===== config.mk =====
export PLATFORM = sky130hd
export DESIGN_NAME = link_app_regs
export DESIGN_NICKNAME = d
export VERILOG_FILES = /design/src/shared/link_app_regs_pkg.sv /design/src/link_app_regs.sv /design/src/loop_port_gate.sv /design/src/sync2.sv
export SDC_FILE = /design/constraint.sdc
export NUM_CORES = 1
export LEC_CHECK = 0
export BUFFER_PORTS_ARGS = -buffer_cell sky130_fd_sc_hd__buf_2
export CAP_MARGIN = 30
export CORE_ASPECT_RATIO = 1.75
export CORE_MARGIN = 1
export CORE_UTILIZATION = 43
export CTS_BUF_LIST = sky130_fd_sc_hd__clkbuf_8
export CTS_CLUSTER_SIZE = 12
export DETAILED_ROUTE_END_ITERATION = 10
export MAX_ROUTING_LAYER = met4
export PLACE_DENSITY_LB_ADDON = 0.05
export SLEW_MARGIN = 10
export SYNTH_ARGS = -nofsm -noshare
export SYNTH_HDL_FRONTEND = slang
export SYNTH_SLANG_ARGS = --single-unit
export TNS_END_PERCENT = 100

===== constraint.sdc =====
create_clock -name ref_clk -period 4.5 [get_ports ref_clk]
set_input_delay 0.45 -clock ref_clk [delete_from_list [all_inputs] [get_ports ref_clk]]
set_output_delay 0.45 -clock ref_clk [all_outputs]
set_load 0.02 [all_outputs]

===== src/shared/link_app_regs_pkg.sv =====
package link_app_regs_pkg;
	localparam logic [15:0] ADDR_RW_OFFSET  = 16'h0108;
	localparam logic [15:0] ADDR_LINK_STAT  = 16'h0110;
	localparam logic [15:0] ADDR_APP_REQ    = 16'h0120;
	localparam logic [15:0] ADDR_APP_REPORT = 16'h0130;
	localparam logic [15:0] RST_RW_OFFSET   = 16'h0000;
	localparam logic [15:0] RST_APP_REQ     = 16'h0000;
	localparam logic [15:0] RST_APP_REPORT  = 16'h0001;
	localparam int          NUM_PORTS       = 4;
	localparam int          STAT_ENH_BIT    = 2;
	localparam int          STAT_LINK_LSB   = 4;
	localparam int          STAT_PORT_LSB   = 8;
	localparam int          APP_ERR_BIT     = 4;
	localparam int          APP_ID_BIT      = 5;
	localparam logic [15:0] APP_VALID_MASK  = 16'h003F;
	localparam int          NET_EVT_LINK    = 2;
	localparam int          NET_EVT_APP     = 3;

	typedef struct packed {
		logic        wr;
		logic        rd;
		logic [15:0] addr;
		logic [15:0] wdata;
		logic [1:0]  byteEn;
	} reg_access_t;

	typedef struct packed {
		logic linkUp;
		logic commOk;
		logic frameBusy;
		logic loopCloseReq;
	} port_info_t;
endpackage : link_app_regs_pkg


===== src/link_app_regs.sv =====
`timescale 1ns/1ps
module link_app_regs
	import link_app_regs_pkg::*;
(
	// Clock and reset
	input  wire logic                   ref_clk,
	input  wire logic                   sys_rst,
	// Network side register access
	input  wire reg_access_t            netAcc,
	output logic       [15:0]           netRdata,
	// Local host port register access
	input  wire reg_access_t            hostAcc,
	output logic       [15:0]           hostRdata,
	// Datagram address for combined read-write commands
	input  wire logic  [15:0]           dgramAddr,
	output logic       [15:0]           dgramRdAddr,
	output logic       [15:0]           dgramWrAddr,
	// Port pins, asynchronous
	input  wire port_info_t [NUM_PORTS-1:0] portPins,
	// Device status inputs, same clock
	input  wire logic                   cfgLoaded,
	input  wire logic                   hostPortOk,
	input  wire logic                   hostWdogReloaded,
	input  wire logic                   cfgEnhLink,
	input  wire logic                   cfgLoadStrobe,
	input  wire logic                   devEmulation,
	input  wire logic                   writeAckEn,
	// Outputs to the rest of the device
	output logic                        pdRamAccessEn,
	output logic       [NUM_PORTS-1:0]  loopClosed,
	output logic       [15:0]           reqState,
	output logic                        appEvtReq,
	output logic                        netEvtLinkStat,
	output logic                        netEvtAppStat,
	// Event sources for network flags
	input  wire logic                   linkChangeEvt,
	input  wire logic                   appStatChangeEvt
);
	logic [15:0]          rwOffset_reg;
	logic [15:0]          appReq_reg;
	logic [15:0]          appReport_reg;
	logic                 mboxLocked_reg;
	logic                 appEvt_reg;
	logic                 netEvtLink_reg;
	logic                 netEvtApp_reg;
	logic                 enhLink_reg;
	logic                 firstLoadDone_reg;
	logic [15:0]          netRdata_reg;
	logic [15:0]          hostRdata_reg;
	logic [15:0]          linkStatus;
	port_info_t [NUM_PORTS-1:0] portSync;

	function automatic logic hit(input reg_access_t acc, input logic [15:0] base);
		hit = (acc.addr[15:1] == base[15:1]) && (acc.byteEn != 2'b00);
	endfunction : hit

	// Pins cross into this domain before any decode
	sync2 #(.WIDTH(NUM_PORTS * $bits(port_info_t))) u_portSync
	(
		.ref_clk (ref_clk),
		.sys_rst (sys_rst),
		.asyncIn (portPins),
		.syncOut (portSync)
	);

	// Synchronised pins are meaningless until both flops have filled
	logic [1:0] syncFill_reg;
	logic       syncValid;

	always_ff @(posedge ref_clk or posedge sys_rst)
	begin
		if (sys_rst)
			syncFill_reg <= 2'b00;
		else if (syncFill_reg != 2'b11)
			syncFill_reg <= syncFill_reg + 2'b01;
	end

	// Loops hold their reset state until the pins are trusted
	assign syncValid = (syncFill_reg == 2'b11);

	genvar p;
	generate
		for (p = 0; p < NUM_PORTS; p++)
		begin : g_port
			loop_port_gate u_gate
			(
				.ref_clk      (ref_clk),
				.sys_rst      (sys_rst),
				.loopCloseReq (portSync[p].loopCloseReq),
				.frameBusy    (portSync[p].frameBusy || !syncValid),
				.loopClosed   (loopClosed[p])
			);
			assign linkStatus[STAT_LINK_LSB + p]     = portSync[p].linkUp;
			assign linkStatus[STAT_PORT_LSB + 2 * p] = loopClosed[p];
			assign linkStatus[STAT_PORT_LSB + 2 * p + 1] = portSync[p].commOk;
		end
	endgenerate

	assign linkStatus[0]            = cfgLoaded && hostPortOk;
	assign linkStatus[1]            = hostWdogReloaded;
	assign linkStatus[STAT_ENH_BIT] = enhLink_reg;
	assign linkStatus[3]            = 1'b0;
	assign pdRamAccessEn            = linkStatus[0];

	// Enhanced link taken only at first load, later loads ignored
	always_ff @(posedge ref_clk or posedge sys_rst)
	begin
		if (sys_rst)
		begin
			enhLink_reg       <= 1'b0;
			firstLoadDone_reg <= 1'b0;
		end
		else if (cfgLoadStrobe && !firstLoadDone_reg)
		begin
			enhLink_reg       <= cfgEnhLink;
			firstLoadDone_reg <= 1'b1;
		end
	end

	// Offset writable from network only
	always_ff @(posedge ref_clk or posedge sys_rst)
	begin
		if (sys_rst)
			rwOffset_reg <= RST_RW_OFFSET;
		else if (netAcc.wr && hit(netAcc, ADDR_RW_OFFSET))
		begin
			if (netAcc.byteEn[0])
				rwOffset_reg[7:0] <= netAcc.wdata[7:0];
			if (netAcc.byteEn[1])
				rwOffset_reg[15:8] <= netAcc.wdata[15:8];
		end
	end

	assign dgramRdAddr = dgramAddr;
	assign dgramWrAddr = dgramAddr + rwOffset_reg;

	logic netCtrlWr;
	logic netCtrlAccept;
	logic hostCtrlAck;
	logic hostCtrlRearm;
	assign netCtrlWr     = netAcc.wr && hit(netAcc, ADDR_APP_REQ);
	assign netCtrlAccept = netCtrlWr && (devEmulation || !mboxLocked_reg);
	// Any byte of either half re-arms
	assign hostCtrlRearm = hit(hostAcc, ADDR_APP_REQ) && (hostAcc.rd || (hostAcc.wr && writeAckEn));
	assign hostCtrlAck   = hit(hostAcc, ADDR_APP_REQ)
		&& (writeAckEn ? hostAcc.wr : hostAcc.rd);

	logic [15:0] appReq_next;

	// Byte lanes merged once so control and its mirror never disagree
	always_comb
	begin
		appReq_next = appReq_reg;
		if (netCtrlAccept)
		begin
			if (netAcc.byteEn[0])
				appReq_next[7:0] = netAcc.wdata[7:0] & APP_VALID_MASK[7:0];
			if (netAcc.byteEn[1])
				appReq_next[15:8] = netAcc.wdata[15:8] & APP_VALID_MASK[15:8];
		end
	end

	// Control register; host writes never change its value
	always_ff @(posedge ref_clk or posedge sys_rst)
	begin
		if (sys_rst)
			appReq_reg <= RST_APP_REQ;
		else
			appReq_reg <= appReq_next;
	end

	assign reqState = appReq_reg;

	// Unlocked after reset so the first write lands
	always_ff @(posedge ref_clk or posedge sys_rst)
	begin
		if (sys_rst)
			mboxLocked_reg <= 1'b0;
		else if (netCtrlAccept && !devEmulation)
			mboxLocked_reg <= 1'b1;
		else if (hostCtrlRearm)
			mboxLocked_reg <= 1'b0;
	end

	// Set wins over the acknowledge in the same cycle
	always_ff @(posedge ref_clk or posedge sys_rst)
	begin
		if (sys_rst)
			appEvt_reg <= 1'b0;
		else if (netCtrlAccept)
			appEvt_reg <= 1'b1;
		else if (hostCtrlAck)
			appEvt_reg <= 1'b0;
	end

	assign appEvtReq = appEvt_reg;

	// Status: host-owned unless emulation mirrors control
	always_ff @(posedge ref_clk or posedge sys_rst)
	begin
		if (sys_rst)
			appReport_reg <= RST_APP_REPORT;
		else if (devEmulation)
		begin
			if (netCtrlAccept)
				appReport_reg <= appReq_next;
		end
		else if (hostAcc.wr && hit(hostAcc, ADDR_APP_REPORT))
		begin
			if (hostAcc.byteEn[0])
				appReport_reg[7:0] <= hostAcc.wdata[7:0] & APP_VALID_MASK[7:0];
			if (hostAcc.byteEn[1])
				appReport_reg[15:8] <= hostAcc.wdata[15:8] & APP_VALID_MASK[15:8];
		end
	end

	// Network event flags: set wins over read clear
	always_ff @(posedge ref_clk or posedge sys_rst)
	begin
		if (sys_rst)
			netEvtLink_reg <= 1'b0;
		else if (linkChangeEvt)
			netEvtLink_reg <= 1'b1;
		else if (netAcc.rd && hit(netAcc, ADDR_LINK_STAT))
			netEvtLink_reg <= 1'b0;
	end

	always_ff @(posedge ref_clk or posedge sys_rst)
	begin
		if (sys_rst)
			netEvtApp_reg <= 1'b0;
		else if (appStatChangeEvt)
			netEvtApp_reg <= 1'b1;
		else if (netAcc.rd && hit(netAcc, ADDR_APP_REPORT))
			netEvtApp_reg <= 1'b0;
	end

	assign netEvtLinkStat = netEvtLink_reg;
	assign netEvtAppStat  = netEvtApp_reg;

	function automatic logic [15:0] readMux(input reg_access_t acc, input logic [15:0] lstat,
		input logic [15:0] off, input logic [15:0] req, input logic [15:0] rep);
		if (hit(acc, ADDR_RW_OFFSET))
			readMux = off;
		else if (hit(acc, ADDR_LINK_STAT))
			readMux = lstat;
		else if (hit(acc, ADDR_APP_REQ))
			readMux = req;
		else if (hit(acc, ADDR_APP_REPORT))
			readMux = rep;
		else
			readMux = 16'h0000;
	endfunction : readMux

	// Read data registered one cycle after the strobe
	always_ff @(posedge ref_clk or posedge sys_rst)
	begin
		if (sys_rst)
			netRdata_reg <= 16'h0000;
		else if (netAcc.rd)
			netRdata_reg <= readMux(netAcc, linkStatus, rwOffset_reg, appReq_reg, appReport_reg);
	end

	always_ff @(posedge ref_clk or posedge sys_rst)
	begin
		if (sys_rst)
			hostRdata_reg <= 16'h0000;
		else if (hostAcc.rd)
			hostRdata_reg <= readMux(hostAcc, linkStatus, rwOffset_reg, appReq_reg, appReport_reg);
	end

	assign netRdata  = netRdata_reg;
	assign hostRdata = hostRdata_reg;
endmodule : link_app_regs


===== src/loop_port_gate.sv =====
`timescale 1ns/1ps
module loop_port_gate
	import link_app_regs_pkg::*;
(
	// Clock and reset
	input  wire logic ref_clk,
	input  wire logic sys_rst,
	// Port state, already synchronised
	input  wire logic loopCloseReq,
	input  wire logic frameBusy,
	// Applied loop state
	output logic      loopClosed
);
	logic loopClosed_reg;

	// Closed after reset so no frame leaks onto an unlinked port
	always_ff @(posedge ref_clk or posedge sys_rst)
	begin
		if (sys_rst)
			loopClosed_reg <= 1'b1;
		else if (!frameBusy)
			loopClosed_reg <= loopCloseReq;
	end

	assign loopClosed = loopClosed_reg;
endmodule : loop_port_gate


===== src/sync2.sv =====
`timescale 1ns/1ps
module sync2
	#(parameter int WIDTH = 1)
(
	// Clock and reset
	input  wire logic             ref_clk,
	input  wire logic             sys_rst,
	// Asynchronous input and synchronised output
	input  wire logic [WIDTH-1:0] asyncIn,
	output logic      [WIDTH-1:0] syncOut
);
	logic [WIDTH-1:0] stage1_reg;
	logic [WIDTH-1:0] stage2_reg;

	always_ff @(posedge ref_clk or posedge sys_rst)
	begin
		if (sys_rst)
		begin
			stage1_reg <= '0;
			stage2_reg <= '0;
		end
		else
		begin
			stage1_reg <= asyncIn;
			stage2_reg <= stage1_reg;
		end
	end

	assign syncOut = stage2_reg;
endmodule : sync2


# == Word-level counts from Yosys, hierarchy flattened ==
# Index checks and enable logic that the tools add are counted.
# totals
reg_bits,124
out_inout_bits,88
wordCells,101
# classes
add_sub_neg,2
n_eq_ne,11
n_mux,25
reduce_logical,43
# ops
cell,count
2-to-1 mux 16 bit,12
"equality test 15 x 8 -> 1 bit, second input constant",8
2-to-1 mux 8 bit,4
logical AND 1 bit,20
nonzero test 2 bit,9
adder 16 bit,1
2-to-1 mux 1 bit,9
logical OR 1 bit,6
AND reduction 3 bit,2
zero test 1 bit,4
AND reduction 2 bit,2
"adder 2 x 1 -> 2 bit, second input constant",1
"equality test 2 bit, second input constant",1
"inequality test 2 x 1 -> 1 bit, second input constant",1
"inequality test 2 bit, second input constant",1

# == Logic depth before layout (Yosys ltp) ==
# Gate-level depths: netlist of run 1.
# logic_depth
word_depth,7
ltp_mapped,7
depth_no_buf,7

# == Hierarchy ==
# Synthesis of run 1 repeated with hierarchy kept, for this count alone.
# hier_totals
cells_unflattened,527
hier_area_um2,6179.7
# by_module_without_submodules
module,n_inst,cells_per_inst,area_per_inst_um2,seq_area_each_um2
link_app_regs,1,482,5195.0,2203.4
sync2,1,33,804.5,800.8
loop_port_gate,4,3,45.0,26.3

# == Worst setup path after synthesis of run 1 ==
# OpenSTA, ideal clock, no wires.
# synth_timing
path_kind,input to output
from,input dgramAddr[6]
to,output dgramWrAddr[13]
t_arrival_ns,2.390
path_slack_ns,1.660
cell_stages,6
n_path_buf,0
cell_sequence,ha_1 > a2111oi_0 > o21ai_0 > nand4_1 > nand2_1 > o311ai_0
# synth_between
elab_chain_cells,1
# synth_rtl
item,line,source
"start, declared",link_app_regs.sv:15,"input wire logic [15:0] dgramAddr,"
adder 16 bit,link_app_regs.sv:135,assign dgramWrAddr = dgramAddr + rwOffset_reg;
"end, declared",link_app_regs.sv:17,"output logic [15:0] dgramWrAddr,"
# No other way between the ends.

# == Worst setup path in the final report of run 1 ==
# layout_timing
from,register rwOffset_reg[0]
to,output dgramWrAddr[12]
# layout_between
elab_chain_cells,1
# layout_rtl
item,line,source
"start, declared",link_app_regs.sv:39,logic [15:0] rwOffset_reg;
"start signal, assigned",link_app_regs.sv:128,rwOffset_reg[7:0] <= netAcc.wdata[7:0];
adder 16 bit,link_app_regs.sv:135,
# No other way between the ends.

==> flow_summary.json, run 1 <==
{
  "rsz_0062_raised_after_global_routing": "no",
  "crit_type": "reg2out",
  "power.share.sequential_pct": 46.5,
  "ctsHtreeMaxLevel": 4,
  "grt_pass1_wl_um": 28700,
  "syn2layout_area_growth_pct": 23.1,
  "drt_iter0_drc": 244,
  "vias": 5354,
  "layout_worst_path_cycle_share_pct": 80.5,
  "synth-async-reset-ratio_pct": 100,
  "tritoncts": "done",
  "outcome": "completed",
  "drt_first_pass_iters": 5,
  "internal-power_w": 0.00185,
  "post_cts.repair.setup_buffers": 0,
  "post_drt_via_cell_ratio": 5.90,
  "grt-ovfl-total": 0,
  "highest-signal-layer": "met4",
  "worstPathArrival_ns": 3.17,
  "route.met3.wl_um": 1080,
  "swShare_pct": 26.1,
  "holdBufCountCts": 0,
  "wl_met1_um": 7050,
  "cts.root.buffer_cell": "sky130_fd_sc_hd__clkbuf_8",
  "maxCapViolCount": 0,
  "mostFrequentLayoutCells": "sky130_fd_sc_hd__buf_2 (190), sky130_fd_sc_hd__dfrtp_1 (119), sky130_fd_sc_hd__nand2_1 (38)",
  "fill_cells": 1328,
  "cp-end-kind": "output port",
  "die-height_um": 161,
  "syn-mean-instance-area_sq_um": 11.4,
  "setup_viol": 0,
  "standard_cell_rows": 57,
  "drc": 0,
  "timing.hold.worst.class": "in2async",
  "ir_drop_worst_vdd_mv": 0.287,
  "synthFlopType": "sky130_fd_sc_hd__dfrtp_1",
  "dr_wl_met2_um": 9920,
  "critical-path-max-stage-delay_ns": 0.69,
  "power.share.combinational_pct": 9.3,
  "routed_wirelength_um": 18800,
  "layout.nets": 849,
  "grt_pass1_vias": 5311,
  "startpoint_type": "register",
  "die_area_sq_um": 15000,
  "floorplan.core_area_sq_um": 14000,
  "path_max_fanout": 4,
  "crit_chain": "ha_1 -> fa_1 -> a211oi_1 -> nor2_1 -> o311ai_0 -> a21oi_1 -> xor2_1 -> buf_2",
  "pin_count": 203,
  "maxSlewHeadroom_pct": 41.3,
  "layout_commonest_cell": "sky130_fd_sc_hd__buf_2",
  "antenna_found_initial": 1,
  "period_minus_ws_final_ns": 3.62,
  "multi_input_comb_area_sq_um": 2810,
  "number_of_synthesized_register_bits": 124,
  "initial_utilization_pct": 44.5,
  "number_of_synthesized_flops_with_an_enable_pin": 0,
  "die_width_um": 93.0,
  "fmax_mhz": 276,
  "clockBufferDepth": 2,
  "synth.yosys.seq_area_share_pct": 49.9,
  "final_design_area_no_fill_sq_um": 7670,
  "yosys_warnings": 0,
  "layout-drive-gt1-share_pct": 38.1,
  "grtUsageTotal_pct": 26.3,
  "slowest_stage": "sky130_fd_sc_hd__o311ai_0",
  "p_sw_w": 0.000653,
  "tritoncts_num_sinks": 124,
  "tns_ns": 0,
  "netlist_area_sq_um": 6230,
  "drt-wirelength-per-cell_um": 20.7,
  "timing_worst_slew_pin_value_ns": 0.879,
  "tritoncts.num_buffers": 17,
  "clkLatencyLatePin_ns": 0.43,
  "fin_skew_ns": 0.00968,
  "power-per-cell-area_nw_per_um2": 326,
  "path_clk_slew_ns": 0.08,
  "synth.net_count": 678,
  "synthDistinctLibCells": 64,
  "post_synth_inst_count": 546,
  "fin_total_pwr_w": 0.00250,
  "gp_routability_congestion": 0.939,
  "hold_viol": 0,
  "dpl-instance-area_sq_um": 7220,
  "ff_latch_area_sq_um": 3110,
  "r2r_slack_ns": 3.10,
  "dp_hpwl_um": 13700,
  "finalMaxSlewViolations": 0,
  "detail-route-antenna-nets": 0,
  "data_required_time_at_the_worst_endpoint_ns": 4.05,
  "place.port_buffers": 190,
  "pwr-share-clk_pct": 44.2,
  "cts_resized": 0,
  "grt_start_max_net_pins": 53,
  "leakage_nw": 3.73
}
[cells by family after synthesis]
kind of cell	Yosys count	share of synthesized area [%]
AO/OA/AOI/OAI	166	20.3
AND/OR/NAND/NOR	128	12.6
flip-flops	124	49.9
buffers and inverters	62	5.08
multiplexers	36	6.73
adder cells (fa/ha/maj)	17	3.54
XOR/XNOR	13	1.83
[final timing paths]
check | startpoint | to | depth (start not counted)
worst min-delay path | sys_rst | u_portSync.stage1_reg[7] | 2
worst min register to register | u_portSync.stage1_reg[10] | u_portSync.syncOut[10] | 0
worst max-delay path | rwOffset_reg[0] | dgramWrAddr[12] | 8
worst max register to register | mboxLocked_reg | reqState[8] | 3
max in group asynchronous | sys_rst | netRdata[3] | 3
min in group ref_clk | portPins[13] | u_portSync.stage1_reg[13] | 1
[metal layers]
layer	vias up	global-route usage, %
li1	2412	-
met1	2655	29.4
met2	243	45.3
met3	44	4.19
met4	0	12.5
met5	-	-
[critical path, delay by kind of cell (launching register included)]
kind	cells	cell delay [ns]
flip-flops	1	0.43
buffers and inverters	1	0.18
adder cells (fa/ha/maj)	2	0.68
AO/OA/AOI/OAI	3	1.13
AND/OR/NAND/NOR	1	0.13
XOR/XNOR	1	0.18
[cells in the mapped netlist (9+ instances only)]
master,number,area share [%]
sky130_fd_sc_hd__and2_1,13,1.3
sky130_fd_sc_hd__clkbuf_1,19,1.1
sky130_fd_sc_hd__o221ai_1,10,1.4
sky130_fd_sc_hd__a21o_1,10,1.2
sky130_fd_sc_hd__o2bb2ai_1,9,1.3
sky130_fd_sc_hd__a21oi_1,19,1.5
sky130_fd_sc_hd__buf_4,20,2.4
sky130_fd_sc_hd__mux2_2,21,3.8
sky130_fd_sc_hd__ha_1,16,3.2
sky130_fd_sc_hd__a221oi_1,14,2.0
sky130_fd_sc_hd__nand2_1,38,2.3
sky130_fd_sc_hd__inv_1,15,0.90
sky130_fd_sc_hd__dfrtp_1,119,48
sky130_fd_sc_hd__a31oi_1,15,1.5
sky130_fd_sc_hd__nor2_1,23,1.4
[through the flow]
stage               hold slack (ns)  utilization (%)  std cells  worst slack (ns)
finish                       0.0869             54.9        908             0.879
global route                 0.0877             54.9        908             0.822
CTS                          0.0899             54.8        907             0.918
detailed placement            0.336             51.7        875              1.26
global placement              0.333             51.7        875              1.31
floorplan                     0.331                -        546             0.759
[power groups by stage]
stage / Sequential [W] / Clock, W / Combinational (W)
floorplan: 0.00119 / 0 / 0.000127
global placement: 0.00118 / 0 / 0.000232
finish: 0.00116 / 0.00110 / 0.000233
detailed placement: 0.00119 / 0 / 0.000236
CTS: 0.00116 / 0.00113 / 0.000236
global route: 0.00117 / 0.00117 / 0.000255
[area by class of cell]
class | count | share of cell area (%)
repair buffers | 199 | 13.3
inverters | 15 | 0.767
multi-input cells | 360 | 36.7
diodes | 1 | 0.0326
flip-flops and latches | 124 | 40.5
well taps | 177 | 2.89
clock inverters | 15 | 2.76
clock buffers | 17 | 3.05
Note: power is estimated with default switching activity, not from simulation.
==> inputs of run 2 (changes only) <==
==> constraint.sdc (replaced) <==
create_clock -name ref_clk -period 3.1 [get_ports ref_clk]
set_input_delay 0.31 -clock ref_clk [delete_from_list [all_inputs] [get_ports ref_clk]]
set_output_delay 0.31 -clock ref_clk [all_outputs]
set_load 0.02 [all_outputs]
==> run 2 against run 1 <==
Wire length fell by 0.50%. Cell area rose by 4.1%. Die area did not move. Sequential share of layout area decreased by 1.6 points. Register-to-register slack lost 1.4 ns. Core utilization rose by 2.3 points. Clock power grew 54%. Via count is 0.95% higher. Clock skew increased by 0.0017 ns. Combinational power grew 55%. Count of clock-buffer cells in the layout unchanged. Sequential cell count unchanged. Largest cell class unchanged.
==> flow_summary.json, run 2 (synthesis gave the netlist of run 1 again) <==
{
  "initial_utilization_pct": 44.5,
  "tritoncts.num_buffers": 17,
  "pin_count": 203,
  "maxCapViolCount": 0,
  "worst_r2r_path_depth": 3,
  "ctsHtreeMaxLevel": 4,
  "drt-wirelength-per-cell_um": 20.0,
  "layout_worst_path_cycle_share_pct": 95.2,
  "syn2layout_area_growth_pct": 28.2,
  "detail-route-antenna-nets": 0,
  "ir_drop_worst_vdd_mv": 0.386,
  "layout_commonest_cell": "sky130_fd_sc_hd__buf_2",
  "leakage_nw": 3.86,
  "path_clk_slew_ns": 0.08,
  "finalMaxSlewViolations": 0,
  "clockBufferDepth": 2,
  "maxSlewHeadroom_pct": 50.9,
  "clkLatencyLatePin_ns": 0.43,
  "ff_latch_area_sq_um": 3110,
  "fmax_mhz": 339,
  "grt_pass1_vias": 5426,
  "grtUsageTotal_pct": 26.1,
  "drc": 0,
  "r2r_slack_ns": 1.66,
  "gp_routability_congestion": 0.895,
  "drt_first_pass_iters": 5,
  "layout.nets": 876,
  "data_required_time_at_the_worst_endpoint_ns": 2.79,
  "timing.hold.worst.class": "in2async",
  "crit_type": "reg2out",
  "tns_ns": 0,
  "die_width_um": 93.0,
  "mostFrequentLayoutCells": "sky130_fd_sc_hd__buf_2 (189), sky130_fd_sc_hd__dfrtp_1 (118), sky130_fd_sc_hd__nand2_1 (38)",
  "grt-ovfl-total": 0,
  "dp_hpwl_um": 13500,
  "hold_viol": 0,
  "floorplan.core_area_sq_um": 14000,
  "grt_pass1_wl_um": 28700,
  "setup_viol": 0,
  "grt_start_max_net_pins": 125,
  "layout-drive-gt1-share_pct": 39.4,
  "power-per-cell-area_nw_per_um2": 468,
  "critical_r2r_launch": "mboxLocked_reg",
  "tritoncts": "done",
  "vias": 5405,
  "tritoncts_num_sinks": 124,
  "cts.root.buffer_cell": "sky130_fd_sc_hd__clkbuf_8",
  "layoutNonFillerInstCount": 935,
  "standard_cell_rows": 57,
  "post_drt_via_cell_ratio": 5.78,
  "rsz_0062_raised_after_global_routing": "no",
  "timing_worst_slew_pin_value_ns": 0.736,
  "routed_wirelength_um": 18700,
  "dpl.cell_count": 884,
  "startpoint_type": "register",
  "outcome": "completed",
  "multi_input_comb_area_sq_um": 2850,
  "cp-end-kind": "output port",
  "antenna_found_initial": 1,
  "die-height_um": 161,
  "place.port_buffers": 190,
  "fill_cells": 1259,
  "worst_r2r_endpoint": "reqState[12]",
  "worstPathArrival_ns": 2.64,
  "die_area_sq_um": 15000,
  "drt_iter0_drc": 284,
  "path_max_fanout": 5,
  "fin_skew_ns": 0.0114,
  "final_util_pct": 57.1,
  "period_minus_ws_final_ns": 2.95
}
run 2: cell count changes in the layout (fill, tap and decap cells not counted), moves of 3 or more:
cell                            delta
sky130_fd_sc_hd__buf_4            +11
sky130_fd_sc_hd__dlygate4sd3_1    +16
sky130_fd_sc_hd__ha_1              -3
sky130_fd_sc_hd__ha_2              +3
run 2: area by class of cell:
cell class,count,area share [%]
inverter,15,0.752
tap,177,2.77
sequential,124,38.9
clock inverter,15,2.96
antenna,1,0.0313
timing repair buffer,226,16.0
multi-input combinational,360,35.6
clock buffer,17,2.93
run 2: layer usage:
metal	track usage, %	vias up	part of all wire, %
li1	-	2474	-
met2	44.7	234	53
met5	-	-	0
met3	3.91	35	5.5
met4	12.7	0	3.2
met1	29.5	2662	38
run 2: how the worst max path moves through the flow:
| stage | end | cells after the start | from |
|---|---|---|---|
| 4_1_cts | dgramWrAddr[13] | 7 | rwOffset_reg[6] |
| 3_3_place_gp | dgramWrAddr[14] | 9 | dgramAddr[0] |
| 5_1_grt | dgramWrAddr[13] | 7 | rwOffset_reg[6] |
| 2_1_floorplan | dgramWrAddr[13] | 6 | rwOffset_reg[6] |
| 6_report | dgramWrAddr[15] | 7 | rwOffset_reg[2] |
| 3_5_place_dp | dgramWrAddr[13] | 7 | rwOffset_reg[6] |
run 2: power breakdown:
part	total [W]	switching, W	internal [W]	leakage, nW
Clock	0.00169	0.000709	0.000980	0.237
Sequential	0.00169	0.0000241	0.00166	1.55
Combinational	0.000360	0.000216	0.000144	2.08
run 2: critical path, cell delays in order (launching register included):
cell                       delay (ns)
sky130_fd_sc_hd__dfrtp_1         0.44
sky130_fd_sc_hd__ha_1            0.41
sky130_fd_sc_hd__o21ai_0         0.14
sky130_fd_sc_hd__o21ai_1         0.29
sky130_fd_sc_hd__nand4_1         0.28
sky130_fd_sc_hd__and4_1          0.26
sky130_fd_sc_hd__a211oi_1        0.19
sky130_fd_sc_hd__buf_2           0.19
run 2: what timing repair did:
item,in CTS,in global routing
setup buffers,0,2
hold buffers,16,0
hold endpoints to repair,16,0
endpoints found under the setup margin,6,5
gates cloned,0,0
gates resized for setup,4,11
pin swaps,0,2
run 2: through the flow:
stage / setup slack, ns / power (W) / cell area, sq um / hold slack [ns]
after floorplan: 0.473 / 0.00192 / 6230 / 0.331
after CTS: -0.0106 / 0.00378 / 7940 / 0.0330
final: 0.149 / 0.00374 / 7990 / 0.0371
after global placement: 0.394 / 0.00206 / 7300 / 0.332
after detailed placement: 0.336 / 0.00207 / 7300 / 0.335
after global routing: 0.00807 / 0.00387 / 7990 / 0.0313
==> inputs of run 3 (changes only) <==
--- a/config.mk
+++ b/config.mk
@@ -8,7 +8,7 @@
 export BUFFER_PORTS_ARGS = -buffer_cell sky130_fd_sc_hd__buf_2
 export CAP_MARGIN = 30
 export CORE_ASPECT_RATIO = 1.75
-export CORE_MARGIN = 1
+export CORE_MARGIN = 1.5
 export CORE_UTILIZATION = 43
 export CTS_BUF_LIST = sky130_fd_sc_hd__clkbuf_8
 export CTS_CLUSTER_SIZE = 12
==> run 3 against run 2 <==
Sequential power hardly changed. Die area increased by 1.7%. Critical endpoint unchanged. Non-clock buffer count increased by 1. Setup slack worse by 0.047 ns. Clock power is 5% lower. Clock skew down 0.00088 ns. Critical path type unchanged. Highest routed layer unchanged. First-iteration DRC count up 23%. Cell area about the same. Critical path depth unchanged. Largest power group unchanged. Maximum frequency decreased by 1.6%. Core utilization is 1.3 points lower.
==> flow_summary.json, run 3 (synthesis gave the netlist of run 1 again) <==
{
  "tritoncts.num_buffers": 17,
  "slowest_stage": "sky130_fd_sc_hd__dfrtp_1",
  "die_width_um": 94.0,
  "rsz_0062_raised_after_global_routing": "no",
  "r2r_slack_ns": 1.72,
  "drt_first_pass_iters": 6,
  "period_minus_ws_final_ns": 3.00,
  "fmax_mhz": 334,
  "worstPathArrival_ns": 2.69,
  "final_util_pct": 55.9,
  "cp-end-kind": "output port",
  "vias": 5488,
  "path_max_fanout": 5,
  "fin_skew_ns": 0.0105,
  "grtUsageTotal_pct": 26.1,
  "crit_chain": "ha_1 -> o21ai_0 -> o21ai_1 -> nand4_1 -> and4_1 -> a211oi_1 -> buf_2",
  "routed_wirelength_um": 18900,
  "critical_r2r_launch": "mboxLocked_reg",
  "finalMaxSlewViolations": 0,
  "finalHoldWorstSlack_ns": 0.0583,
  "grt_start_max_net_pins": 80,
  "detail-route-antenna-nets": 0,
  "setup_viol": 0,
  "drt-wirelength-per-cell_um": 20.1,
  "worst_r2r_endpoint": "reqState[15]",
  "layout_worst_path_cycle_share_pct": 96.7,
  "mostFrequentLayoutCells": "sky130_fd_sc_hd__buf_2 (190), sky130_fd_sc_hd__dfrtp_1 (118), sky130_fd_sc_hd__nand2_1 (38)",
  "initial_utilization_pct": 43.6,
  "grt-ovfl-total": 0,
  "crit_type": "reg2out",
  "post_drt_via_cell_ratio": 5.85,
  "place.port_buffers": 190,
  "data_required_time_at_the_worst_endpoint_ns": 2.79,
  "tritoncts": "done",
  "dp_hpwl_um": 13700,
  "drt_iter0_drc": 348,
  "timing_worst_slew_pin_value_ns": 0.752,
  "standard_cell_rows": 58,
  "hold-path-cell-count": 2,
  "layout-drive-gt1-share_pct": 39.6,
  "syn2layout_area_growth_pct": 28.2,
  "outcome": "completed",
  "critical-path-max-stage-delay_ns": 0.45,
  "dpl.cell_count": 886,
  "hold_path_end": "netEvtAppStat",
  "clockBufferDepth": 2,
  "layoutNonFillerInstCount": 938,
  "drc": 0,
  "floorplan.core_area_sq_um": 14300,
  "pin_count": 203,
  "worst_r2r_path_depth": 3,
  "grt_pass1_wl_um": 29100,
  "maxSlewHeadroom_pct": 49.8,
  "timing.hold.worst.start": "appStatChangeEvt",
  "hold_viol": 0,
  "layout.nets": 877,
  "tritoncts_num_sinks": 124,
  "path_clk_slew_ns": 0.08,
  "layout_commonest_cell": "sky130_fd_sc_hd__buf_2",
  "die-height_um": 162,
  "gp_routability_congestion": 0.914,
  "ir_drop_worst_vdd_mv": 0.402,
  "startpoint_type": "register",
  "die_area_sq_um": 15200,
  "maxCapViolCount": 0,
  "clkLatencyLatePin_ns": 0.43,
  "antenna_found_initial": 0,
  "grt_pass1_vias": 5625,
  "power-per-cell-area_nw_per_um2": 458,
  "cts.root.buffer_cell": "sky130_fd_sc_hd__clkbuf_8",
  "timing.hold.worst.class": "in2reg",
  "ctsHtreeMaxLevel": 4,
  "insertedDiodeCount": 0,
  "critPathLaunch": "rwOffset_reg[2]",
  "leakage_nw": 3.85
}
[run 3: cell count changes in the layout (fill, tap and decap cells not counted), moves of 2 or more]
cell	previous run	this run
sky130_fd_sc_hd__o311ai_1	2	0
sky130_fd_sc_hd__inv_6	5	2
sky130_fd_sc_hd__clkinv_4	1	3
sky130_fd_sc_hd__clkbuf_8	17	19
sky130_fd_sc_hd__inv_8	2	0
[run 3: power breakdown]
group	internal [W]	leakage, nW	total, W	switching, W
logic	0.000145	2.08	0.000363	0.000218
registers	0.00166	1.55	0.00169	0.0000243
clock network	0.000924	0.224	0.00160	0.000679
total	0.00273	3.85	0.00366	0.000921
[run 3: per-layer routing]
metal / up-vias / track usage (%) / wire [um]
met2: 287 / 43.8 / 9720
met5: - / - / 0
met1: 2677 / 29.3 / 7180
li1: 2462 / - / -
met4: 0 / 14.1 / 823
met3: 62 / 4.31 / 1150
[run 3: stage by stage]
step           cell area [sq um]  worst slack [ns]  setup TNS (ns)  power, W
5_1_grt                     7990           0.00519               0   0.00379
3_3_place_gp                7300             0.405               0   0.00206
6_report                    7990             0.102               0   0.00366
3_5_place_dp                7300             0.334               0   0.00207
4_1_cts                     7920          -0.00664        -0.00664   0.00369
2_1_floorplan               6230             0.473               0   0.00192
[run 3: how the worst max path moves through the flow]
stage                     slack [ns]              end
final                           0.10  dgramWrAddr[15]
after global routing           0.005  dgramWrAddr[12]
after CTS                     -0.007  dgramWrAddr[13]
after detailed placement        0.33  dgramWrAddr[13]
after global placement          0.40  dgramWrAddr[14]
after floorplan                 0.47  dgramWrAddr[13]
[run 3: worst max-delay path: cells and delay by family, from the launching register on]
family,cells,cell delay [ns]
DFF,1,0.45
adders and majority gates,1,0.40
and+or+nand+nor,2,0.50
buffers and inverters,1,0.21
AOI/OAI and AO/OA,3,0.69
[run 3: area by class of cell]
class                      count  area (sq um)
fill                        1286          6310
sequential                   124          3110
multi-input combinational    360          2860
timing repair buffer         227          1280
clock buffer                  19           262
tap                          180           225
clock inverter                13           188
inverter                      15          60.1
[run 3: repair_timing]
item                       CTS  global route
setup endpoints to repair    6             5
pin swaps                    0             2
cloned                       0             0
buffers inserted             0             3
hold endpoints to repair    25             0
hold buffers                17             0
resized for setup            4            11
